<file path="src/core/thermal_cap_pkg.sv">
// Constants and carrier types for the sensor capability and configuration block
package thermal_cap_pkg;
    localparam logic [7:0]  PTR_FEATURE_FLAGS  = 8'h00;
    localparam logic [7:0]  PTR_SENSOR_CONFIG  = 8'h01;
    localparam int          REG_W              = 16;
    localparam int          TEMP_W             = 13;
    // Feature flag fields
    localparam int          CAP_SHUTDOWN_BIT   = 7;
    localparam int          CAP_TIMEOUT_BIT    = 6;
    localparam int          CAP_OVERVOLT_BIT   = 5;
    localparam int          CAP_RES_LSB        = 3;
    localparam int          CAP_NEG_BIT        = 2;
    localparam int          CAP_ACC_BIT        = 1;
    localparam int          CAP_ALARM_BIT      = 0;
    localparam logic [1:0]  RESOLUTION_CODE    = 2'h2;
    // Configuration fields
    localparam int          CFG_HYST_LSB       = 9;
    localparam int          CFG_SLEEP_BIT      = 8;
    localparam int          CFG_CRIT_LOCK_BIT  = 7;
    localparam int          CFG_WIN_LOCK_BIT   = 6;
    localparam int          CFG_CLEAR_BIT      = 5;
    localparam int          CFG_STATE_BIT      = 4;
    localparam int          CFG_ALERT_EN_BIT   = 3;
    localparam logic [15:0] CFG_PLAIN_MASK     = 16'h00cf;
    localparam logic [15:0] CFG_RESET          = 16'h0000;
    // Hysteresis in 1/16 degree steps of the temperature word
    localparam logic [TEMP_W:0] HYST_1P5       = 14'h0018;
    localparam logic [TEMP_W:0] HYST_3P0       = 14'h0030;
    localparam logic [TEMP_W:0] HYST_6P0       = 14'h0060;
    // Bus time-out
    localparam int          CLK_HZ             = 10_000_000;
    localparam int          TIMEOUT_MIN_MS     = 25;
    localparam int          TIMEOUT_CYCLES     = (CLK_HZ / 1000) * TIMEOUT_MIN_MS;
    localparam int          TIMEOUT_CNT_W      = 18;

    typedef struct packed {
        logic [7:0]       ptr;
        logic             wr;
        logic             rd;
        logic [REG_W-1:0] wdata;
    } reg_req_t;

    typedef struct packed {
        logic signed [TEMP_W-1:0] temp;
        logic signed [TEMP_W-1:0] upper;
        logic signed [TEMP_W-1:0] lower;
    } sample_t;

    typedef enum logic [1:0] {
        ALERT_RUN,
        ALERT_FROZEN,
        ALERT_RELEASED
    } alert_mode_t;
endpackage

</file>
<file path="src/core/thermal_cap_config_hysteresis.sv">
// Capability and configuration registers, window flags with hysteresis, alert pin and bus time-out
// Notes on behaviour
// - Pointer 00h holds a read-only 16-bit feature register, fixed apart from bit 7.
// - Feature bits 15:8 always read zero.
// - Behaviour bit 1: alert released in shutdown, stays released until next sample.
// - Behaviour bit 0: alert holds its level in shutdown until next sample.
// - Feature bit 7 follows bus options bit 4.
// - Feature bit 6 reads one; bus time-out between 25 and 35 ms.
// - Time-out also runs in shutdown and during memory accesses.
// - Resolution code bits 4:3 read binary 10.
// - Feature bit 2 reads one, negative temperatures supported.
// - Feature bit 1 gives the accuracy grade fixed at build.
// - Feature bit 0 reads one, alarm capability present.
// - Pointer 01h holds the read/write configuration register, reset zero.
// - Configuration bits 15:11 read zero; host writes zero.
// - Bits 10:9 choose hysteresis: off, 1.5, 3 or 6 degrees.
// - Above flag sets when temperature exceeds the upper limit.
// - Above flag clears only at or below upper limit minus hysteresis.
// - Below flag sets below lower limit and at or below lower limit minus hysteresis.
// - Alert pin uses the same hysteresis decisions as the flags.
// - Either lock bit blocks writes to the hysteresis field.
// - Write-only fields read back as zero.
// - Writes to the feature register are acknowledged but ignored.
`timescale 1ns/100ps
module thermal_cap_config_hysteresis
    import thermal_cap_pkg::*;
#(
    parameter int            TIMEOUT_COUNT = thermal_cap_pkg::TIMEOUT_CYCLES,
    parameter logic          HIGH_ACCURACY = 1'b1
) (
    input  wire logic                              i_clk,
    input  wire logic                              i_reset,
    input  wire thermal_cap_pkg::reg_req_t         i_req,
    output logic                                   o_ack,
    output logic [thermal_cap_pkg::REG_W-1:0]      o_rd_data,
    input  wire logic                              i_alert_freeze_opt,
    input  wire logic                              i_sample_valid,
    input  wire thermal_cap_pkg::sample_t          i_sample,
    input  wire logic                              i_scl_low,
    output logic                                   o_bus_timeout,
    output logic                                   o_above_window,
    output logic                                   o_below_window,
    output logic                                   o_shutdown,
    output logic                                   o_alert_clear,
    output logic                                   o_alert_out,
    output logic                                   o_alert_oe
);
    import thermal_cap_pkg::*;

    logic [REG_W-1:0]         cfg_r;
    logic [REG_W-1:0]         rd_data_r;
    logic                     above_r;
    logic                     below_r;
    logic                     alert_level_r;
    logic                     alert_clear_r;
    alert_mode_t              mode_r;
    alert_mode_t              mode_nxt;
    logic [TIMEOUT_CNT_W-1:0] to_cnt_r;
    logic                     timeout_r;

    // Feature register is constant apart from the alert behaviour bit
    wire logic       shutdown_alert_behaviour;
    wire logic       bus_timeout_flag;
    wire logic       pin_overvoltage_flag;
    wire logic [1:0] resolution_code;
    wire logic       negative_range_flag;
    wire logic       accuracy_grade;
    wire logic       alarm_support_flag;
    assign shutdown_alert_behaviour = i_alert_freeze_opt;
    assign bus_timeout_flag         = 1'b1;
    assign pin_overvoltage_flag     = 1'b1;
    assign resolution_code          = RESOLUTION_CODE;
    assign negative_range_flag      = 1'b1;
    assign accuracy_grade           = HIGH_ACCURACY;
    assign alarm_support_flag       = 1'b1;

    wire logic [REG_W-1:0] feature_word;
    assign feature_word = {8'h00,
                           shutdown_alert_behaviour,
                           bus_timeout_flag,
                           pin_overvoltage_flag,
                           resolution_code,
                           negative_range_flag,
                           accuracy_grade,
                           alarm_support_flag};

    wire logic shutdown_sel;
    wire logic locked;
    wire logic wr_cfg;
    wire logic rd_feature;
    wire logic rd_cfg;
    assign shutdown_sel = cfg_r[CFG_SLEEP_BIT];
    assign locked       = cfg_r[CFG_CRIT_LOCK_BIT] | cfg_r[CFG_WIN_LOCK_BIT];
    assign wr_cfg       = i_req.wr && (i_req.ptr == PTR_SENSOR_CONFIG);
    assign rd_feature   = i_req.ptr == PTR_FEATURE_FLAGS;
    assign rd_cfg       = i_req.ptr == PTR_SENSOR_CONFIG;

    // Every access is acknowledged, including writes to the read-only word
    assign o_ack = i_req.wr | i_req.rd;

    wire logic [1:0] hyst_field;
    wire logic [1:0] hyst_keep;
    assign hyst_field = i_req.wdata[CFG_HYST_LSB +: 2];
    assign hyst_keep  = locked ? cfg_r[CFG_HYST_LSB +: 2] : hyst_field;

    wire logic [REG_W-1:0] cfg_nxt;
    assign cfg_nxt = {5'h00,
                      hyst_keep,
                      i_req.wdata[CFG_SLEEP_BIT],
                      i_req.wdata[7:6],
                      2'b00,
                      i_req.wdata[3:0]};

    // Read view: clear bit is write-only, state bit shows the alert decision
    wire logic [REG_W-1:0] cfg_view;
    assign cfg_view = (cfg_r & {5'h00, 2'b11, 1'b1, CFG_PLAIN_MASK[7:0]})
                    | ({{(REG_W-1){1'b0}}, alert_level_r} << CFG_STATE_BIT);

    wire logic [REG_W-1:0] rd_sel;
    assign rd_sel = rd_feature ? feature_word :
                    rd_cfg     ? cfg_view     : {REG_W{1'b0}};

    // Hysteresis amount, sign-extended arithmetic avoids wrap at range ends
    wire logic signed [TEMP_W:0] hyst;
    assign hyst = (cfg_r[CFG_HYST_LSB +: 2] == 2'b01) ? HYST_1P5 :
                  (cfg_r[CFG_HYST_LSB +: 2] == 2'b10) ? HYST_3P0 :
                  (cfg_r[CFG_HYST_LSB +: 2] == 2'b11) ? HYST_6P0 : '0;

    wire logic signed [TEMP_W:0] t_ext;
    wire logic signed [TEMP_W:0] up_ext;
    wire logic signed [TEMP_W:0] lo_ext;
    assign t_ext  = {i_sample.temp[TEMP_W-1], i_sample.temp};
    assign up_ext = {i_sample.upper[TEMP_W-1], i_sample.upper};
    assign lo_ext = {i_sample.lower[TEMP_W-1], i_sample.lower};

    wire logic above_nxt;
    wire logic below_nxt;
    assign above_nxt = above_r ? !(t_ext <= up_ext - hyst)
                               : (t_ext > up_ext);
    // Clearing wins at the lower limit, so zero hysteresis cannot make the flag toggle
    assign below_nxt = !(t_ext >= lo_ext)
                       && (below_r || (t_ext <= lo_ext - hyst));

    // Samples taken in shutdown are ignored; the converter is off then
    wire logic take_sample;
    assign take_sample = i_sample_valid && !shutdown_sel;

    always_comb begin
        mode_nxt = mode_r;
        case (mode_r)
            ALERT_RUN: begin
                if (shutdown_sel) begin
                    mode_nxt = i_alert_freeze_opt ? ALERT_RELEASED
                                                  : ALERT_FROZEN;
                end
            end
            ALERT_FROZEN,
            ALERT_RELEASED: begin
                if (take_sample) begin
                    mode_nxt = ALERT_RUN;
                end
            end
            default: mode_nxt = ALERT_RUN;
        endcase
    end

    always_ff @(posedge i_clk or posedge i_reset) begin
        if (i_reset) begin
            cfg_r <= CFG_RESET;
        end else if (wr_cfg) begin
            cfg_r <= cfg_nxt;
        end
    end

    always_ff @(posedge i_clk or posedge i_reset) begin
        if (i_reset) begin
            rd_data_r     <= '0;
            alert_clear_r <= 1'b0;
        end else begin
            rd_data_r     <= i_req.rd ? rd_sel : rd_data_r;
            alert_clear_r <= wr_cfg && i_req.wdata[CFG_CLEAR_BIT];
        end
    end

    always_ff @(posedge i_clk or posedge i_reset) begin
        if (i_reset) begin
            above_r       <= 1'b0;
            below_r       <= 1'b0;
            alert_level_r <= 1'b0;
            mode_r        <= ALERT_RUN;
        end else begin
            mode_r <= mode_nxt;
            if (take_sample) begin
                above_r       <= above_nxt;
                below_r       <= below_nxt;
                alert_level_r <= above_nxt | below_nxt;
            end
        end
    end

    // Time-out counts a held-low clock line regardless of mode or target
    always_ff @(posedge i_clk or posedge i_reset) begin
        if (i_reset) begin
            to_cnt_r  <= '0;
            timeout_r <= 1'b0;
        end else begin
            timeout_r <= 1'b0;
            if (!i_scl_low) begin
                to_cnt_r <= '0;
            end else if (to_cnt_r != TIMEOUT_CNT_W'(TIMEOUT_COUNT)) begin
                to_cnt_r <= to_cnt_r + 1'b1;
                timeout_r <= (to_cnt_r == TIMEOUT_CNT_W'(TIMEOUT_COUNT - 1));
            end
        end
    end

    assign o_rd_data      = rd_data_r;
    assign o_bus_timeout  = timeout_r;
    assign o_above_window = above_r;
    assign o_below_window = below_r;
    assign o_shutdown     = shutdown_sel;
    assign o_alert_clear  = alert_clear_r;
    // Open-drain, active low; released means not driven at all
    assign o_alert_out    = 1'b0;
    assign o_alert_oe     = alert_level_r && cfg_r[CFG_ALERT_EN_BIT] && (mode_r != ALERT_RELEASED);

    a_feature_ro: assert property (@(posedge i_clk) disable iff (i_reset)
        i_req.wr && rd_feature |=> $stable(cfg_r))
        else $error("feature write changed configuration");

    a_feature_read: assert property (@(posedge i_clk) disable iff (i_reset)
        i_req.rd && rd_feature |=> o_rd_data[15:8] == 8'h00 && o_rd_data[6:0] == {1'b1, 1'b1, 2'b10, 1'b1,
                                   HIGH_ACCURACY, 1'b1})
        else $error("feature word wrong");

    a_cfg_reserved: assert property (@(posedge i_clk) disable iff (i_reset)
        cfg_r[15:11] == 5'h00 && cfg_r[CFG_CLEAR_BIT] == 1'b0)
        else $error("reserved configuration bits set");

    a_hyst_locked: assert property (@(posedge i_clk) disable iff (i_reset)
        wr_cfg && locked |=> cfg_r[10:9] == $past(cfg_r[10:9]))
        else $error("hysteresis changed while locked");

    a_above_set: assert property (@(posedge i_clk) disable iff (i_reset)
        take_sample && !above_r && t_ext > up_ext |=> o_above_window)
        else $error("above flag not set");

    a_above_hold: assert property (@(posedge i_clk) disable iff (i_reset)
        take_sample && above_r && t_ext > up_ext - hyst |=> o_above_window)
        else $error("above flag cleared inside hysteresis");

    a_below_clear: assert property (@(posedge i_clk) disable iff (i_reset)
        take_sample && t_ext >= lo_ext |=> !o_below_window)
        else $error("below flag not cleared");

    a_release_hold: assert property (@(posedge i_clk) disable iff (i_reset)
        mode_r == ALERT_RELEASED && !take_sample |=> !o_alert_oe)
        else $error("alert driven while released");

    a_freeze_level: assert property (@(posedge i_clk) disable iff (i_reset)
        mode_r == ALERT_FROZEN && !take_sample |=> $stable(alert_level_r))
        else $error("frozen alert level moved");

    a_timeout_pulse: assert property (@(posedge i_clk) disable iff (i_reset)
        o_bus_timeout |-> $past(i_scl_low) ##1 !o_bus_timeout)
        else $error("time-out not a single pulse");

    a_feature_upper: assert property (@(posedge i_clk) disable iff (i_reset)
        i_req.rd && rd_feature |=> o_rd_data[15:8] == 8'h00)
        else $error("feature upper byte not zero");

    a_feature_follow: assert property (@(posedge i_clk) disable iff (i_reset)
        i_req.rd && rd_feature |=> o_rd_data[CAP_SHUTDOWN_BIT] == $past(i_alert_freeze_opt))
        else $error("alert behaviour bit not following option");

    a_timeout_cap: assert property (@(posedge i_clk) disable iff (i_reset)
        i_req.rd && rd_feature |=> o_rd_data[CAP_TIMEOUT_BIT])
        else $error("time-out capability bit clear");

    a_resolution_field: assert property (@(posedge i_clk) disable iff (i_reset)
        i_req.rd && rd_feature |=> o_rd_data[CAP_RES_LSB +: 2] == RESOLUTION_CODE)
        else $error("resolution code wrong");

    a_negative_range: assert property (@(posedge i_clk) disable iff (i_reset)
        i_req.rd && rd_feature |=> o_rd_data[CAP_NEG_BIT])
        else $error("negative range bit clear");

    a_accuracy_bit: assert property (@(posedge i_clk) disable iff (i_reset)
        i_req.rd && rd_feature |=> o_rd_data[CAP_ACC_BIT] == HIGH_ACCURACY)
        else $error("accuracy grade bit wrong");

    a_alarm_support: assert property (@(posedge i_clk) disable iff (i_reset)
        i_req.rd && rd_feature |=> o_rd_data[CAP_ALARM_BIT])
        else $error("alarm capability bit clear");

    a_cfg_write: assert property (@(posedge i_clk) disable iff (i_reset)
        wr_cfg |=> cfg_r[CFG_SLEEP_BIT] == $past(i_req.wdata[CFG_SLEEP_BIT]) && cfg_r[3:0] == $past(i_req.wdata[3:0]))
        else $error("configuration write lost");

    a_hyst_write: assert property (@(posedge i_clk) disable iff (i_reset)
        wr_cfg && !locked |=> cfg_r[CFG_HYST_LSB +: 2] == $past(i_req.wdata[CFG_HYST_LSB +: 2]))
        else $error("hysteresis field not written");

    a_hyst_amount: assert property (@(posedge i_clk) disable iff (i_reset)
        cfg_r[CFG_HYST_LSB +: 2] == 2'b10 |-> hyst == HYST_3P0)
        else $error("hysteresis amount wrong");

    a_cfg_read_rsv: assert property (@(posedge i_clk) disable iff (i_reset)
        i_req.rd && rd_cfg |=> o_rd_data[15:11] == 5'h00)
        else $error("reserved configuration bits read non-zero");

    a_clear_reads_zero: assert property (@(posedge i_clk) disable iff (i_reset)
        i_req.rd && rd_cfg |=> !o_rd_data[CFG_CLEAR_BIT])
        else $error("write-only clear bit read non-zero");

    a_above_clear: assert property (@(posedge i_clk) disable iff (i_reset)
        take_sample && above_r && t_ext <= up_ext - hyst |=> !o_above_window)
        else $error("above flag not cleared");

    a_below_set: assert property (@(posedge i_clk) disable iff (i_reset)
        take_sample && t_ext < lo_ext && t_ext <= lo_ext - hyst |=> o_below_window)
        else $error("below flag not set");

    a_direct_above: assert property (@(posedge i_clk) disable iff (i_reset)
        take_sample && hyst == '0 && !(t_ext > up_ext) |=> !o_above_window)
        else $error("above flag set without hysteresis");

    a_direct_below: assert property (@(posedge i_clk) disable iff (i_reset)
        take_sample && hyst == '0 && t_ext < lo_ext |=> o_below_window)
        else $error("below flag clear without hysteresis");

    a_alert_decision: assert property (@(posedge i_clk) disable iff (i_reset)
        take_sample |=> alert_level_r == (o_above_window || o_below_window))
        else $error("alert decision differs from flags");

    a_sleep_ignore: assert property (@(posedge i_clk) disable iff (i_reset)
        shutdown_sel |=> $stable(o_above_window) && $stable(o_below_window))
        else $error("flags moved in shutdown");

    a_release_enter: assert property (@(posedge i_clk) disable iff (i_reset)
        mode_r == ALERT_RUN && shutdown_sel && i_alert_freeze_opt |=> !o_alert_oe)
        else $error("alert not released in shutdown");

    a_ack_every: assert property (@(posedge i_clk) disable iff (i_reset)
        i_req.wr || i_req.rd |-> o_ack)
        else $error("access not acknowledged");

    a_timeout_idle: assert property (@(posedge i_clk) disable iff (i_reset)
        !i_scl_low |=> !o_bus_timeout)
        else $error("time-out without held clock line");
endmodule

</file>
<file path="config.mk">
export PLATFORM = sky130hd
export DESIGN_NAME = thermal_cap_config_hysteresis
export DESIGN_NICKNAME = d
export VERILOG_FILES = /design/src/core/thermal_cap_pkg.sv /design/src/core/thermal_cap_config_hysteresis.sv
export SDC_FILE = /design/constraint.sdc
export NUM_CORES = 1
export LEC_CHECK = 0
export ABC_AREA = 1
export ABC_CLOCK_PERIOD_IN_PS = 4019
export BUFFER_PORTS_ARGS = -buffer_cell sky130_fd_sc_hd__buf_2
export CORE_MARGIN = 8
export CORE_UTILIZATION = 33
export CTS_BUF_LIST = sky130_fd_sc_hd__clkbuf_8
export DETAILED_ROUTE_END_ITERATION = 12
export SLEW_MARGIN = 20
export SYNTH_ARGS = -nofsm -noshare
export SYNTH_HDL_FRONTEND = slang
export SYNTH_SLANG_ARGS = --single-unit
export TNS_END_PERCENT = 100
</file>
<file path="constraint.sdc">
create_clock -name i_clk -period 4.02 [get_ports i_clk]
set_input_delay 0.201 -clock i_clk [delete_from_list [all_inputs] [get_ports i_clk]]
set_output_delay 0.201 -clock i_clk [all_outputs]
set_load 0.02 [all_outputs]
</file>
==> metrics.md <==
| Metric | Value |
|---|---|
| Run status | completed |
| Synthesized netlist cell count | 574 |
| Vias/cell | 4.61 |
| Max Clock Skew | 0.00858 ns |
| Primary FF master, synth | dfrtp_1 |
| Core area | 12100 um2 |
| Crit path launch | cfg_r[9] |
| Post-CTS Hold Buffers | 0 |
| Clock slew at reported path FFs | 0.09 ns |
| CP peak stage delay | 0.40 ns |
| Tmin final | 3.48 ns |
| CTS Buf Count | 5 |
| Reg-to-reg slack, setup | 0.54 ns |
| Die H | 128 um |
| WP data required | 4.20 ns |
| Area leader, netlist | dfrtp_1 |
| R2r worst-path depth | 22 |
| Setup Viol. Count Final | 0 |
| Crit. End Element | flip-flop |
| Switching power | 0.000413 W |
| Max Cap Viol | 0 |
| Layout cells sized above 1 | 0.165 |
| Skew-Pair Late Insertion Delay | 0.30 ns |
| Switch share | 0.337 |
| HP Class | primary input to async pin |
| TritonCTS clock tree | yes |
| Initial Util | 0.341 |
| Busiest grt layer | met2 |
| Number of global-route vias before repair | 3816 |
| Clk buf depth | 2 |
| Initial antenna violation count | 0 |
| First-pass GRT wire length | 17200 um |
| Worst-path cell chain | inv_1, ha_1, or2_1, inv_1, nor2_1, ha_1, or2_1, nand3_1, nand4_1, nor2_1, a21oi_1, ha_1, nand2_1, nor2_1, and2_1, nand2_1, nand2_1, nand2_1, nand3_1, nand2_1, nand2_1, nand3_1 |
| DR iter-0 viols | 197 |
| Pint | 0.000814 W |
| CP Class | flip-flop to flip-flop |
| Worst ir drop on vdd | 0.129 mV |
| Critical Path AT | 3.67 ns |
| Actual slew at the worst max-slew pin | 0.765 ns |
| Yosys reg bits | 45 |
| Area of the mapped netlist | 4110 um2 |
| Avg Inst Size Synth | 7.16 um2 |
| Die area | 16300 um2 |
| Width of the die | 128 um |
| Critical path destination | alert_level_r |
| Met2 Usage GRT | 0.217 |
| Remaining global-route overflow | 0 |
| NumNets Final | 791 |
| Std-Cell Rows | 40 |
| CP max stage cell | dfrtp_1 |
| Most used cell, CP | nand2_1 |
| Max Slew Vio Count | 0 |
| Leak | 2.73 nW |
| GPL Wtd Cong | 0.825 |
| Resize count post-CTS | 0 |
| Crit-path max FO | 4 |
| Area Overhead vs Synth | 16.8% |
| H-tree depth | 2 |
| Final period utilization | 0.867 |
| Yosys warning count | 0 |
| Async S/R FF share, synth | 1.00 |
| Combinational fraction of design power | 0.312 |
| Via count of the routed design | 3816 |
| Wire per inst | 12.1 um |
| Post-route DRC | 0 |
| R2r startpoint | cfg_r[9] |
| Largest cells by area after synthesis | dfrtp_1 (27%), ha_1 (19%), nand2_1 (13%), inv_1 (9.3%), nor2_1 (4.6%) |
| Setup TNS | 0 ns |
| # IOs | 94 |
| Count leader, synth | nand2_1 |
| Final wirelength | 9980 um |
| Most frequent cells after synthesis | nand2_1 (139), inv_1 (102), ha_1 (63) |
| # port buffers | 81 |
| Drt pass-1 iters | 4 |
| Gr usage total | 0.125 |
| Worst hold slack | 0.00327 ns |
| Clock power share | 0.278 |
| Footprint of the multi-input gates | 2550 um2 |
| Post-synth EDFFs | 0 |
| Clock root cell | clkbuf_8 |
| Setup ws final | 0.536 ns |
| Unrepaired setup endpoints after global routing | no |
| DRT antenna net count | 0 |
| Max_slew headroom | 0.490 |
| DP Wirelength | 8490 um |
| Pin count of the biggest net entering global routing | 46 |
| Sequential-to-total area share from yosys stat | 0.274 |
| Startpoint types | flip-flop |
| Achievable clock frequency | 287 MHz |
| PwrDens | 256 nW/um2 |
| Setup bufs post-CTS | 0 |
| Met1 usage | 0.154 |
| Distinct cells, synth | 41 |
| Reg power frac | 0.410 |
| FF+latch area | 1130 um2 |
| Diode count | 0 |
| Worst slack, placed | 0.522 ns |
| Sinks on Clock Net | 45 |
| R2R Path End | alert_level_r |
| Yosys top cell area share | 0.274 |
| Filler Cell Count | 1273 |
| Met3 Use GR | 0.0270 |
| Hold Vio Cnt, Final | 0 |
[registers in the layout, indices dropped and copies added (netlist names)]
name	flops
to_cnt_r	18
o_rd_data	11
cfg_r	9
mode_r	2
alert_level_r	1
o_above_window	1
o_alert_clear	1
o_below_window	1
o_bus_timeout	1
[how the worst min path moves through the flow]
stage | to | slack [ns] | depth (start not counted)
2_1_floorplan | o_alert_clear | 0.31 | 2
3_3_place_gp | cfg_r[7] | 0.41 | 3
3_5_place_dp | cfg_r[7] | 0.40 | 3
4_1_cts | cfg_r[7] | 0.08 | 3
5_1_grt | o_alert_clear | 0.08 | 2
6_report | o_alert_clear | 0.003 | 2
[cells by family (layout without fill, tap and decap cells)]
group,count (synthesis),in the layout,synth area share
and+or+nand+nor,258,258,0.283
AOI/OAI and AO/OA,73,73,0.0965
other,1,6,0.000913
muxes,2,2,0.00548
DFF,45,45,0.274
xor gates and xnor gates,18,18,0.0384
adders and majority gates,63,63,0.192
buffers and inverters,114,194,0.110
[cell usage in the layout (no fill, tap or decap), types with 5 or more instances in the layout]
| master | Yosys | layout |
|---|---|---|
| nand2_1 | 139 | 139 |
| inv_1 | 102 | 102 |
| buf_2 | 1 | 81 |
| ha_1 | 63 | 63 |
| nor2_1 | 50 | 50 |
| dfrtp_1 | 45 | 45 |
| a21oi_1 | 35 | 35 |
| o21ai_0 | 25 | 25 |
| nand3_1 | 24 | 24 |
| xor2_1 | 15 | 15 |
| nor3_1 | 12 | 12 |
| nand4_1 | 7 | 7 |
| conb_1 | 1 | 6 |
| clkbuf_8 | 0 | 5 |
[metrics by stage]
stage | power (W) | std cells | cell area (um2) | utilization
after global placement | 0.000884 | 819 | 4690 | 0.388
after floorplan | 0.000772 | 579 | 4130 | -
final | 0.00123 | 827 | 4800 | 0.398
after detailed placement | 0.000897 | 819 | 4690 | 0.388
after CTS | 0.00124 | 827 | 4800 | 0.398
after global routing | 0.00132 | 827 | 4800 | 0.398
[layout make-up]
type                    count  area share
clock buffers               5      0.0143
well taps                 168      0.0438
inverters                 105      0.0824
repair buffers             81      0.0845
flip-flops and latches     45       0.235
clock inverters             3     0.00887
multi-input cells         420       0.531
[power by group through the flow]
stage	logic [W]	clock network, W	registers, W
5_1_grt	0.000447	0.000366	0.000508
6_report	0.000383	0.000341	0.000504
2_1_floorplan	0.000253	0	0.000519
3_5_place_dp	0.000384	0	0.000513
4_1_cts	0.000388	0.000350	0.000504
3_3_place_gp	0.000373	0	0.000511
[worst max-delay path, delay by kind of cell, from the launching register on]
| family | cells | cell delay [ns] |
|---|---|---|
| and+or+nand+nor | 16 | 1.84 |
| buffers and inverters | 2 | 0.14 |
| DFF | 1 | 0.40 |
| adders and majority gates | 3 | 0.89 |
| AOI/OAI and AO/OA | 1 | 0.10 |
[metal layers]
layer  routed length [um]  up-vias
met5                    0        -
met4                   99        0
met3                  602        6
met2                 4610       79
met1                 4670     1735
li1                     -     1996
No activity file was read; power rests on OpenSTA's default activity.
